<file path="config.mk">
export PLATFORM = sky130hd
export DESIGN_NAME = fcm_clock_mode_control
export DESIGN_NICKNAME = d
export VERILOG_FILES = /design/src/rtl/fcm_clock_mode_control.v
export VERILOG_INCLUDE_DIRS = /design/src /design/src/include
export SDC_FILE = /design/constraint.sdc
export NUM_CORES = 1
export LEC_CHECK = 0
export BUFFER_PORTS_ARGS = -buffer_cell sky130_fd_sc_hd__clkbuf_2
export CAP_MARGIN = 20
export CORE_MARGIN = 2
export CORE_UTILIZATION = 51
export DETAILED_ROUTE_END_ITERATION = 6
export GPL_TIMING_DRIVEN = 0
export PLACE_DENSITY_LB_ADDON = 0.2
export SYNTH_ARGS = -nofsm -noshare
export SYNTH_HDL_FRONTEND = slang
export SYNTH_SLANG_ARGS = --single-unit
export TNS_END_PERCENT = 10
</file>
<file path="constraint.sdc">
create_clock -name clk_sys -period 1.5 [get_ports clk_sys]
set_clock_uncertainty 0.05 [all_clocks]
set_input_delay 0.15 -clock clk_sys [delete_from_list [all_inputs] [get_ports clk_sys]]
set_output_delay 0.15 -clock clk_sys [all_outputs]
set_load 0.02 [all_outputs]
</file>
<file path="src/include/fcm_defs.vh">
// Constants for the FLL clock mode control block
`ifndef FCM_DEFS_VH
`define FCM_DEFS_VH

`define FCM_ADDR_W        3
`define FCM_OFF_C1        3'h0
`define FCM_OFF_C2        3'h1
`define FCM_OFF_C3        3'h2
`define FCM_OFF_C4        3'h3
`define FCM_OFF_STATUS    3'h4

`define FCM_C1_RST        8'h04
`define FCM_C2_RST        8'h20
`define FCM_C3_RST        8'h80
`define FCM_C4_RST        8'h00

`define FCM_BIT_LOSS      7
`define FCM_BIT_LOCK      6
`define FCM_BIT_REFST     4
`define FCM_BIT_MODE_HI   3
`define FCM_BIT_MODE_LO   2

`define FCM_SEL_FLL       2'b00
`define FCM_SEL_INT       2'b01
`define FCM_SEL_EXT       2'b10

`define FCM_FLL_MULT      11'd1280
`define FCM_LOCK_CYC      8'd64
`define FCM_CLK_MHZ       125
`define FCM_SWITCH_NS     24
`define FCM_SWITCH_CYC    ((`FCM_SWITCH_NS * `FCM_CLK_MHZ + 999) / 1000)

`endif

</file>
<file path="src/rtl/fcm_clock_mode_control.v">
// FLL clock source selection, lock status and bus divider
`timescale 1ns/1ps
`default_nettype none
`include "fcm_defs.vh"

// Functional notes
// [RULE1] Set loss flag when locked FLL leaves window
// [RULE2] Loss flag bit 7 cleared by reset or write-one
// [RULE3] Interrupt while loss flag and enable set
// [RULE4] Lock bit 6; detection off when FLL disabled
// [RULE5] Reference/divider/trim change clears lock status; a trim change here clears it only while int_mode is set
// [RULE6] Stop entry clears lock status
// [RULE7] Bit 4 shows reference in use, delayed
// [RULE8] Bits 3:2 show active output source
// [RULE9] Reserved status bits read zero
// [RULE10] Reset mode is FLL engaged internal
// [RULE11] FLL target is 1280 times reference
// [RULE12] Engaged external needs divided ref in range
// [RULE13] Internal bypass keeps FLL running
// [RULE14] Internal bypass low power disables FLL
// [RULE15] External bypass keeps FLL running
// [RULE16] External bypass low power disables FLL
// [RULE17] Stop freezes clocks except enabled internal ref
// [RULE18] Stop resets oscillator, lock reacquired later
// [RULE19] Reference select anytime; relock after switch
// [RULE20] Clock select anytime; unavailable keeps previous
// [RULE21] Software waits reference status before select
// [RULE22] Bus divider write takes effect immediately
// [RULE23] Low power disables FLL in bypass unless debug
// [RULE24] Bus divider divides by two to power
// [RULE25] Status fields come from synchronised switch
module fcm_clock_mode_control (
	input  wire                    clk_sys,
	input  wire                    rst_n,
	input  wire [`FCM_ADDR_W-1:0]  reg_addr,
	input  wire [7:0]              reg_wdata,
	input  wire                    reg_wr,
	input  wire                    reg_rd,
	output reg  [7:0]              reg_rdata,
	input  wire                    stop_req,
	input  wire                    debug_active,
	input  wire                    ext_ref_ready,
	input  wire                    freq_in_window,
	input  wire                    freq_in_lock_range,
	output reg                     lock_loss_irq,
	output reg                     fll_enable,
	output reg                     int_ref_enable,
	output reg                     ext_ref_enable,
	output reg  [1:0]              output_clock_mux,
	output reg                     ref_source_mux,
	output reg  [2:0]              bus_clock_divider,
	output reg                     output_clock_gate,
	output reg                     int_ref_clock_output_gate,
	output reg                     osc_reset,
	output reg  [10:0]             fll_multiplier
);

	////////////////////////////////////////////////////////////////
	// Control registers
	reg  [1:0] output_clock_select;
	reg        ref_source_select;
	reg  [2:0] ext_ref_divider;
	reg        int_ref_clock_enable;
	reg        int_ref_stop_enable;
	reg        low_power_select;
	reg  [7:0] trim_value;
	reg        fine_trim;
	reg        lock_loss_irq_enable;
	reg        clock_monitor_enable;

	reg        lock_loss_flag;
	reg        lock_status;
	reg  [7:0] lock_count;
	reg        stop_d;
	reg        ref_source_status;
	reg  [1:0] clock_mode_status;
	reg  [3:0] ref_wait;
	reg  [3:0] mode_wait;

	wire wr_c1 = reg_wr && (reg_addr == `FCM_OFF_C1);
	wire wr_c2 = reg_wr && (reg_addr == `FCM_OFF_C2);
	wire wr_c3 = reg_wr && (reg_addr == `FCM_OFF_C3);
	wire wr_c4 = reg_wr && (reg_addr == `FCM_OFF_C4);
	wire wr_st = reg_wr && (reg_addr == `FCM_OFF_STATUS);

	// C1: output select, divider, reference select, enables
	always @(posedge clk_sys or negedge rst_n) begin
		if (!rst_n) begin
			output_clock_select  <= 2'h0; // [RULE10]
			ext_ref_divider      <= 3'h0;
			ref_source_select    <= 1'b1; // [RULE10]
			int_ref_clock_enable <= 1'b1;
			int_ref_stop_enable  <= 1'b0;
		end else if (wr_c1) begin
			output_clock_select  <= reg_wdata[7:6]; // [RULE20]
			ext_ref_divider      <= reg_wdata[5:3];
			ref_source_select    <= reg_wdata[2]; // [RULE19]
			int_ref_clock_enable <= reg_wdata[1];
			int_ref_stop_enable  <= reg_wdata[0];
		end
	end

	// C2: bus divider and low-power select
	always @(posedge clk_sys or negedge rst_n) begin
		if (!rst_n) begin
			bus_clock_divider <= 3'h1; // [RULE24]
			low_power_select  <= 1'b0;
		end else if (wr_c2) begin
			bus_clock_divider <= reg_wdata[7:5]; // [RULE22] [RULE24]
			low_power_select  <= reg_wdata[4]; // [RULE23]
		end
	end

	// C3: coarse trim
	always @(posedge clk_sys or negedge rst_n) begin
		if (!rst_n)
			trim_value <= `FCM_C3_RST;
		else if (wr_c3)
			trim_value <= reg_wdata;
	end

	// C4: interrupt enable, monitor enable, fine trim
	always @(posedge clk_sys or negedge rst_n) begin
		if (!rst_n) begin
			lock_loss_irq_enable <= 1'b0;
			clock_monitor_enable <= 1'b0;
			fine_trim            <= 1'b0;
		end else if (wr_c4) begin
			lock_loss_irq_enable <= reg_wdata[7]; // [RULE3]
			clock_monitor_enable <= reg_wdata[5];
			fine_trim            <= reg_wdata[0];
		end
	end

	////////////////////////////////////////////////////////////////
	// Source switching with synchronisation delay
	wire ref_target_ok = ref_source_select || ext_ref_ready;
	wire [1:0] sel_req = output_clock_select;
	wire sel_ok = (sel_req == `FCM_SEL_FLL) || (sel_req == `FCM_SEL_INT) ||
		((sel_req == `FCM_SEL_EXT) && ext_ref_ready);

	// Reference status follows the select after the sync delay
	always @(posedge clk_sys or negedge rst_n) begin
		if (!rst_n) begin
			ref_source_status <= 1'b1;
			ref_wait          <= 4'h0;
		end else if (ref_source_status != ref_source_select && ref_target_ok) begin
			if (ref_wait == `FCM_SWITCH_CYC - 1) begin
				ref_source_status <= ref_source_select; // [RULE7] [RULE25]
				ref_wait          <= 4'h0;
			end else begin
				ref_wait <= ref_wait + 4'h1;
			end
		end else begin
			ref_wait <= 4'h0;
		end
	end

	// Mode status follows; an unavailable source is never taken
	always @(posedge clk_sys or negedge rst_n) begin
		if (!rst_n) begin
			clock_mode_status <= `FCM_SEL_FLL;
			mode_wait         <= 4'h0;
		end else if (clock_mode_status != sel_req && sel_ok) begin
			if (mode_wait == `FCM_SWITCH_CYC - 1) begin
				clock_mode_status <= sel_req; // [RULE8] [RULE25]
				mode_wait         <= 4'h0;
			end else begin
				mode_wait <= mode_wait + 4'h1;
			end
		end else begin
			mode_wait <= 4'h0; // [RULE20]
		end
	end

	////////////////////////////////////////////////////////////////
	// FLL enable and lock detection
	wire bypass   = (clock_mode_status != `FCM_SEL_FLL);
	wire fll_on   = !stop_req && !(bypass && low_power_select && !debug_active); // [RULE13] [RULE14] [RULE15] [RULE16] [RULE23]
	wire trim_chg = (wr_c3 && reg_wdata != trim_value) ||
		(wr_c4 && reg_wdata[0] != fine_trim);
	wire int_mode = ref_source_status && (clock_mode_status != `FCM_SEL_EXT);
	wire ref_chg     = wr_c1 && (reg_wdata[2] != ref_source_select);
	wire div_chg     = wr_c1 && (reg_wdata[5:3] != ext_ref_divider);
	wire switch_done = (ref_wait == `FCM_SWITCH_CYC - 1);
	wire unlock_evt  = ref_chg || div_chg || (trim_chg && int_mode) || switch_done; // [RULE5] [RULE19]
	wire stop_entry = stop_req && !stop_d;
	wire lost = lock_status && fll_on && !freq_in_window; // [RULE1]

	always @(posedge clk_sys or negedge rst_n) begin
		if (!rst_n) begin
			stop_d <= 1'b0;
		end else begin
			stop_d <= stop_req;
		end
	end

	always @(posedge clk_sys or negedge rst_n) begin
		if (!rst_n) begin
			lock_status <= 1'b0;
			lock_count  <= 8'h0;
		end else if (!fll_on || stop_entry || unlock_evt || lost) begin
			lock_status <= 1'b0; // [RULE4] [RULE5] [RULE6] [RULE18]
			lock_count  <= 8'h0;
		end else if (!lock_status && freq_in_lock_range) begin
			if (lock_count == `FCM_LOCK_CYC - 8'd1) begin
				lock_status <= 1'b1; // [RULE4]
			end else begin
				lock_count <= lock_count + 8'h1;
			end
		end else if (!lock_status) begin
			lock_count <= 8'h0;
		end
	end

	////////////////////////////////////////////////////////////////
	// Loss-of-lock flag: set wins over the write-one clear
	always @(posedge clk_sys or negedge rst_n) begin
		if (!rst_n) begin
			lock_loss_flag <= 1'b0;
		end else if (lost) begin
			lock_loss_flag <= 1'b1; // [RULE1]
		end else if (wr_st && reg_wdata[`FCM_BIT_LOSS]) begin
			lock_loss_flag <= 1'b0; // [RULE2]
		end
	end

	////////////////////////////////////////////////////////////////
	// Registered outputs
	// Interrupt request follows the flag and its enable
	always @(posedge clk_sys or negedge rst_n) begin
		if (!rst_n) begin
			lock_loss_irq <= 1'b0;
		end else begin
			lock_loss_irq <= lock_loss_flag && lock_loss_irq_enable; // [RULE3]
		end
	end

	// FLL run request
	always @(posedge clk_sys or negedge rst_n) begin
		if (!rst_n) begin
			fll_enable <= 1'b0;
		end else begin
			fll_enable <= fll_on; // [RULE13] [RULE14] [RULE23]
		end
	end

	// Internal reference kept on while the FLL reference or the output mux uses it
	always @(posedge clk_sys or negedge rst_n) begin
		if (!rst_n) begin
			int_ref_enable <= 1'b1;
		end else begin
			int_ref_enable <= ref_source_status ||
				(clock_mode_status == `FCM_SEL_INT); // [RULE14]
		end
	end

	// External reference kept on while any path uses it
	always @(posedge clk_sys or negedge rst_n) begin
		if (!rst_n) begin
			ext_ref_enable <= 1'b0;
		end else begin
			ext_ref_enable <= !ref_source_status ||
				(clock_mode_status == `FCM_SEL_EXT); // [RULE12] [RULE16]
		end
	end

	// Output multiplexer follows the completed switch
	always @(posedge clk_sys or negedge rst_n) begin
		if (!rst_n) begin
			output_clock_mux <= `FCM_SEL_FLL;
		end else begin
			output_clock_mux <= clock_mode_status; // [RULE8]
		end
	end

	// Reference multiplexer follows the completed switch
	always @(posedge clk_sys or negedge rst_n) begin
		if (!rst_n) begin
			ref_source_mux <= 1'b1;
		end else begin
			ref_source_mux <= ref_source_status; // [RULE7]
		end
	end

	// Output clock frozen in Stop
	always @(posedge clk_sys or negedge rst_n) begin
		if (!rst_n) begin
			output_clock_gate <= 1'b0;
		end else begin
			output_clock_gate <= !stop_req; // [RULE17]
		end
	end

	// Internal reference output may run on in Stop
	always @(posedge clk_sys or negedge rst_n) begin
		if (!rst_n) begin
			int_ref_clock_output_gate <= 1'b0;
		end else begin
			int_ref_clock_output_gate <= int_ref_clock_enable &&
				(!stop_req || int_ref_stop_enable); // [RULE17]
		end
	end

	// One-cycle oscillator reset on Stop entry
	always @(posedge clk_sys or negedge rst_n) begin
		if (!rst_n) begin
			osc_reset <= 1'b0;
		end else begin
			osc_reset <= stop_entry; // [RULE18]
		end
	end

	// Fixed loop multiplication factor
	always @(posedge clk_sys or negedge rst_n) begin
		if (!rst_n) begin
			fll_multiplier <= 11'h000;
		end else begin
			fll_multiplier <= `FCM_FLL_MULT; // [RULE11]
		end
	end

	////////////////////////////////////////////////////////////////
	// Read port: data stand one cycle after the strobe
	reg  [7:0] next_rdata;

	always @* begin
		next_rdata = 8'h00;
		if (reg_rd) begin
			case (reg_addr)
			`FCM_OFF_C1: begin
				next_rdata[7:6] = output_clock_select;
				next_rdata[5:3] = ext_ref_divider;
				next_rdata[2]   = ref_source_select;
				next_rdata[1]   = int_ref_clock_enable;
				next_rdata[0]   = int_ref_stop_enable;
			end
			`FCM_OFF_C2: begin
				next_rdata[7:5] = bus_clock_divider;
				next_rdata[4]   = low_power_select;
			end
			`FCM_OFF_C3: begin
				next_rdata = trim_value;
			end
			`FCM_OFF_C4: begin
				next_rdata[7] = lock_loss_irq_enable;
				next_rdata[5] = clock_monitor_enable;
				next_rdata[0] = fine_trim;
			end
			`FCM_OFF_STATUS: begin
				// Bits 5 and 1:0 stay zero
				next_rdata[`FCM_BIT_LOSS]  = lock_loss_flag; // [RULE2] [RULE9]
				next_rdata[`FCM_BIT_LOCK]  = lock_status; // [RULE4]
				next_rdata[`FCM_BIT_REFST] = ref_source_status; // [RULE7]
				next_rdata[`FCM_BIT_MODE_HI:`FCM_BIT_MODE_LO] = clock_mode_status; // [RULE8]
			end
			default: begin
				next_rdata = 8'h00;
			end
			endcase
		end
	end

	always @(posedge clk_sys or negedge rst_n) begin
		if (!rst_n) begin
			reg_rdata <= 8'h00;
		end else begin
			reg_rdata <= next_rdata;
		end
	end

endmodule // fcm_clock_mode_control
`default_nettype wire

</file>
* After elaboration in Yosys (flattened, before gate mapping)
Index checks and enable logic that the tools add are counted.
** Storage, ports and cells
- Bits in registers :: 64
- Input port bits :: 20
- Output and inout port bits :: 32
- Logic and storage cells :: 129
** Operators by class
- Reduce and logical (&&, ||, !) cells :: 55
- Muxes and demuxes :: 21
- Equal/unequal tests :: 20
- Add/subtract/negate cells :: 3
** Operators with widths (count)
- two-way mux 8 bit :: 5
- logical AND 1 bit :: 24
- two-way mux 4 bit :: 4
- logical OR 1 bit :: 13
- case mux 1 bit (4 select lines) :: 3
- adder 4 x 1 -> 4 bit, second input constant :: 2
- adder 8 x 1 -> 8 bit, second input constant :: 1
- equality test 4 x 2 -> 1 bit, second input constant :: 2
- equality test 8 x 6 -> 1 bit, second input constant :: 1
- logical NOT 1 bit :: 8
- != test 8 bit :: 1
- AND reduction 2 bit :: 4
- nonzero test 2 bit :: 4
- equality test 3 x 2 -> 1 bit, second input constant :: 2
- case mux 2 bit (3 select lines) :: 1
- two-way mux 1 bit :: 5
- case mux 1 bit (5 select lines) :: 1
- equality test 2 x 1 -> 1 bit, second input constant :: 2
- equality test 2 bit, second input constant :: 2
- equality test 3 x 1 -> 1 bit, second input constant :: 1
- equality test 3 bit, second input constant :: 1
- logical NOT 3 bit :: 1
- != test 1 bit :: 3
- != test 3 x 1 -> 1 bit, second input constant :: 1
- other kinds (7) :: 7

* Logic depth before layout (Yosys ltp)
- Depth in word-level cells :: 11
- Mapped depth :: 6

* Worst setup path after synthesis
OpenSTA, ideal clock, no wires.
- Path kind :: flip-flop to flip-flop
- From :: reg ref_source_select
- To :: reg lock_count[2]
- Cell stages (with the launch flop) :: 6
- Setup slack :: -0.065 ns
- Data arrival time :: 1.414 ns
- Required time :: 1.349 ns
- Clock period less this slack :: 1.565 ns
- Setup time :: 0.101 ns
- Cell sequence :: dfstp_2 -> xnor2_1 -> nand4_1 -> a211o_1 -> buf_6 -> nor4_1
** Between the ends
- Longest elaborated chain between the ends :: 9
- Elaborated cells between the ends (all ways) :: 11
- Those cells by class :: 3 x eq/ne; 1 x mux; 7 x reduce/logical
** RTL lines
- start, declared :: RTL line fcm_clock_mode_control.v:61 : reg ref_source_select;
- start signal, assigned :: RTL line fcm_clock_mode_control.v:97 : ref_source_select <= reg_wdata[2];
- != test 1 bit (*) :: RTL line fcm_clock_mode_control.v:183 : wire ref_chg = wr_c1 && (reg_wdata[2] != ref_source_select);
- logical AND 1 bit (*) :: RTL line fcm_clock_mode_control.v:183
- logical OR 1 bit (*) (3 in series) :: RTL line fcm_clock_mode_control.v:186 : wire unlock_evt = ref_chg || div_chg || (trim_chg && int_mode) || switch_done;
- logical OR 1 bit (*) (2 in series) :: RTL line fcm_clock_mode_control.v:202 : end else if (!fll_on || stop_entry || unlock_evt || lost) begin
- != test 3 bit (no line) / != test 3 x 1 -> 1 bit (equally long branches)
- AND reduction 2 bit (no line)
- end signal, assigned :: RTL line fcm_clock_mode_control.v:209 : lock_count <= lock_count + 8'h1;
- end, declared :: RTL line fcm_clock_mode_control.v:73 : reg [7:0] lock_count;
Every way passes the cells marked *; elsewhere a longest branch is shown, timed or not.
A chain may end at the register's enable or synchronous reset.

* Worst setup path in the final report
- From :: reg lock_count[0]
- To :: reg lock_count[1]
** Between the ends
- Longest elaborated chain between the ends :: 4
- Elaborated cells between the ends (all ways) :: 7
- Those cells by class :: 1 x add/sub; 2 x eq/ne; 3 x mux; 1 x reduce/logical
** RTL lines
- adder 8 x 1 -> 8 bit :: RTL line fcm_clock_mode_control.v:209
- two-way mux 8 bit :: RTL line fcm_clock_mode_control.v:206 : if (lock_count == `FCM_LOCK_CYC - 8'd1) begin
- two-way mux 8 bit :: RTL line fcm_clock_mode_control.v:205 : end else if (!lock_status && freq_in_lock_range) begin
- two-way mux 8 bit :: RTL line fcm_clock_mode_control.v:202
Several ways; a longest one is shown, not always the timed one. The select of a mux whose other input is x is not followed.

==> flow_metrics.py <==
metrics = {
    "status": {
        "outcome": "finished with violations",
        "violations": "negative setup slack",
    },
    "synth": {
        "ys_async_sr_fraction_pct": 100.0,
        "synth_area_sq_um": 3177,
        "synth_cell_type_count": 53,
        "synth_simple_gate_area_share_pct": 16.42,
        "synth_top_area_cell": "dfrtp_1",
        "netlist_instances": 261,
        "synth-seq-cells": 64,
        "synth_top_family_by_area": "simple AND/OR/NAND/NOR gates",
        "yosys_warnings": 0,
        "synthAdderAreaFrac_pct": 1.969,
        "synth_flop_cell": "dfrtp_1",
        "synth_top_cell_area_share_pct": 44.90,
        "synth_xor_area_share_pct": 5.238,
        "synth_area_per_cell_sq_um": 12.17,
        "synth_compound_area_share_pct": 8.192,
        "ys_seq_area_share_pct": 50.69,
        "muxShareOfSynthArea_pct": 11.82,
        "synth_area_leaders": "dfrtp_1 (45%), mux2_2 (8.5%), dfstp_2 (5.8%), xor2_1 (2.8%), buf_4 (2.6%)",
        "synth-edff-count": 0,
    },
    "sta": {
        "max_freq_mhz": 628.3,
        "setup_ws_ns": -0.09150,
        "hold_violations": 0,
        "finalMaxSlewViolations": 0,
        "rsz0062_at_grt": "true",
        "finalCritPeriodShare_pct": 106.1,
        "slew_headroom_pct": 42.82,
        "finalSetupViolations": 11,
        "fin_hold_ws_ns": 0.03549,
        "fin_crit_ns": 1.592,
        "max_slew.worst_pin.slew_ns": 0.8578,
    },
    "die": {
        "die_w_microns": 82.93,
        "fp.coreArea_sq_um": 5956,
        "die-area_sq_um": 6877,
        "die_y_microns": 82.93,
        "io_pins": 52,
        "start_util_pct": 53.34,
        "row_count": 28,
    },
    "cells_and_area": {
        "fin_nets": 357,
        "fin_area_sq_um": 3897,
        "drive_gt1_share_pct": 41.25,
        "antenna_cells": 0,
        "nFillCells": 491,
        "finish.utilization_pct": 65.44,
        "seq_area_sq_um": 1613,
        "multi_input_area_sq_um": 1511,
        "area_growth_syn_to_layout_pct": 22.69,
    },
    "detailed_routing": {
        "firstDrtPassIters": 4,
        "drt_iter0_drc": 56,
        "dr_total_vias": 2188,
        "ant_nets": 0,
        "avgRoutedWirePerCell_microns": 15.83,
        "drc": 0,
        "wl_mm": 6.523,
        "vias_per_cell": 5.311,
    },
    "placement": {
        "hpwl_mm": 4.469,
        "portBuffers": 39,
        "place_area_sq_um": 3498,
        "place_ws_ns": -0.2808,
        "gp_congestion": 0.7909,
    },
    "power_and_ir_drop": {
        "power_density_nw_per_um2": 1398,
        "irDropWorstVdd_uv": 795.7,
        "p_total_mw": 5.448,
        "p_leak_nw": 1.778,
    },
    "worst_setup_path": {
        "crit_required_ns": 1.68,
        "critPathMaxFanout": 4,
        "critPathKind": "flip-flop to flip-flop",
        "crit_chain": "ha_4 -> nand4bb_1 -> o21ba_2 -> nand2b_1 -> a2111oi_2",
        "critical-path-max-stage-delay_ns": 0.41,
        "crit_arrival_ns": 1.77,
        "critPathLaunchType": "flip-flop",
        "cp-end-kind": "flip-flop",
        "cpMaxStageDelayCell": "dfrtp_1",
    },
    "cts": {
        "clock_path_buffers": 2,
        "clockRootBuffer": "clkbuf_8",
        "cts_max_level": 3,
        "clk_latency_ns": 0.34,
        "cts.clk_slew.worst_paths_ns": 0.07,
        "cts_buffers": 9,
        "cts_sinks": 64,
        "cts_tree": "yes",
    },
    "flow_run": {
        "max_cap_viol_count": 0,
    },
    "global_routing": {
        "grt.total_usage_pct": 20.62,
        "grt-ovfl-total": 0,
        "grt_max_degree": 65,
        "grt_pass1_vias": 2297,
        "antenna_found_initial": 0,
        "grt_pass1_wl_mm": 11.21,
    },
    "worst_hold_path": {
        "hp-class": "input port to flip-flop",
    },
}
==> synthesized netlist by cell type (2+ instances only) <==
cell type,instances
nand2b_1,8
nand3_1,6
nor3b_1,4
inv_1,7
a21oi_1,5
o211ai_1,2
xor2_1,10
buf_4,11
a211oi_1,4
mux2i_1,6
a211o_1,2
mux4_2,2
ha_1,5
nor2b_1,6
o21ai_0,6
and4bb_2,2
nand4_1,2
nor3_1,3
xnor2_1,9
buf_2,3
dfrtp_1,57
nor4_1,9
a21boi_0,2
buf_6,4
a21oi_2,2
conb_1,2
nor2_1,16
mux2_2,24
nand2_1,10
and3_1,2
dfstp_2,7
a22o_1,2
==> cells by family after synthesis <==
group / after synthesis
mux: 32
xor+xnor: 19
simple gates: 80
buf+inv: 26
compound gates: 33
fa+ha+maj: 5
flops: 64
other cells: 2
==> critical path: cells and delay by family, from the launching register on <==
family / cells / cell delay [ns]
DFF: 1 / 0.41
adders and majority gates: 1 / 0.17
AOI/OAI and AO/OA: 2 / 0.55
and+or+nand+nor: 2 / 0.30
==> through the flow <==
stage | setup TNS (ns) | std cells
final | -0.7955 | 412
after global routing | -1.871 | 412
after CTS | -0.6819 | 410
after detailed placement | -2.805 | 383
after global placement | -10.62 | 383
after floorplan | -0.3070 | 269
==> routing by layer <==
layer  vias to the layer above  global-route usage [%]  wire, microns
li1                       1058                       -              -
met1                      1074                   27.27           2928
met2                        48                   33.72           3233
met3                         8                   3.579            278
met4                         0                   8.495             82
met5                         -                       0              0
==> final timing paths <==
path	start	end	slack, ns	cells past startpoint
worst min register to register	stop_d$_DFF_PN0_	osc_reset$_DFF_PN0_	0.36	1
max in group asynchronous	rst_n	clock_mode_status[1]$_DFFE_PN0P_	0.36	2
worst max register to register	lock_count[0]$_DFFE_PN0P_	lock_count[1]$_DFFE_PN0P_	-0.09	5
worst max-delay path	lock_count[0]$_DFFE_PN0P_	lock_count[1]$_DFFE_PN0P_	-0.09	5
worst min-delay path	reg_wdata[1]	trim_value[1]$_DFFE_PN0P_	0.04	2
min in group asynchronous	rst_n	mode_wait[0]$_DFF_PN0_	0.44	2
==> power by group <==
group / switching, mW / internal, mW / leakage (nW)
logic: 0.780 / 0.666 / 0.869
clock network: 0.618 / 0.981 / 0.108
registers: 0.291 / 2.11 / 0.801
total: 1.69 / 3.76 / 1.78
==> registers in the layout (all words and copies together), names as in the netlist, 3 cells and up <==
name / flops
mode_wait: 4
bus_clock_divider: 3
ref_wait: 4
lock_count: 8
reg_rdata: 8
ext_ref_divider: 3
trim_value: 8
==> layout by cell type (no fill, tap or decap), types with 6 or more instances in the layout <==
master	count
nand2_1	10
buf_4	21
nand2b_1	7
clkbuf_2	38
mux2_2	24
dfrtp_1	55
xnor2_1	8
clkbuf_8	10
xor2_1	10
nor2b_1	6
conb_1	10
mux2i_1	6
nor2_1	16
inv_1	7
nand3_1	6
dfstp_2	7
==> area by class of cell <==
class	instances	share of cell area (%)
Inverter	7	0.6742
Sequential cell	64	41.38
Clock buffer	13	3.820
Tap cell	75	2.408
Multi-Input combinational cell	180	38.78
Timing Repair Buffer	51	7.512
Clock inverter	3	1.669
Buffer	19	3.756
==> what timing repair did <==
| action | in CTS | in global routing |
|---|---|---|
| pin swaps | 7 | 2 |
| setup endpoints to repair | 11 | 14 |
| gates cloned | 1 | 0 |
| resized for setup | 14 | 2 |
| hold endpoints to repair | 60 | 0 |
| buffers inserted | 8 | 2 |
| hold buffers | 2 | 0 |
No activity file was read; power rests on OpenSTA's default activity.
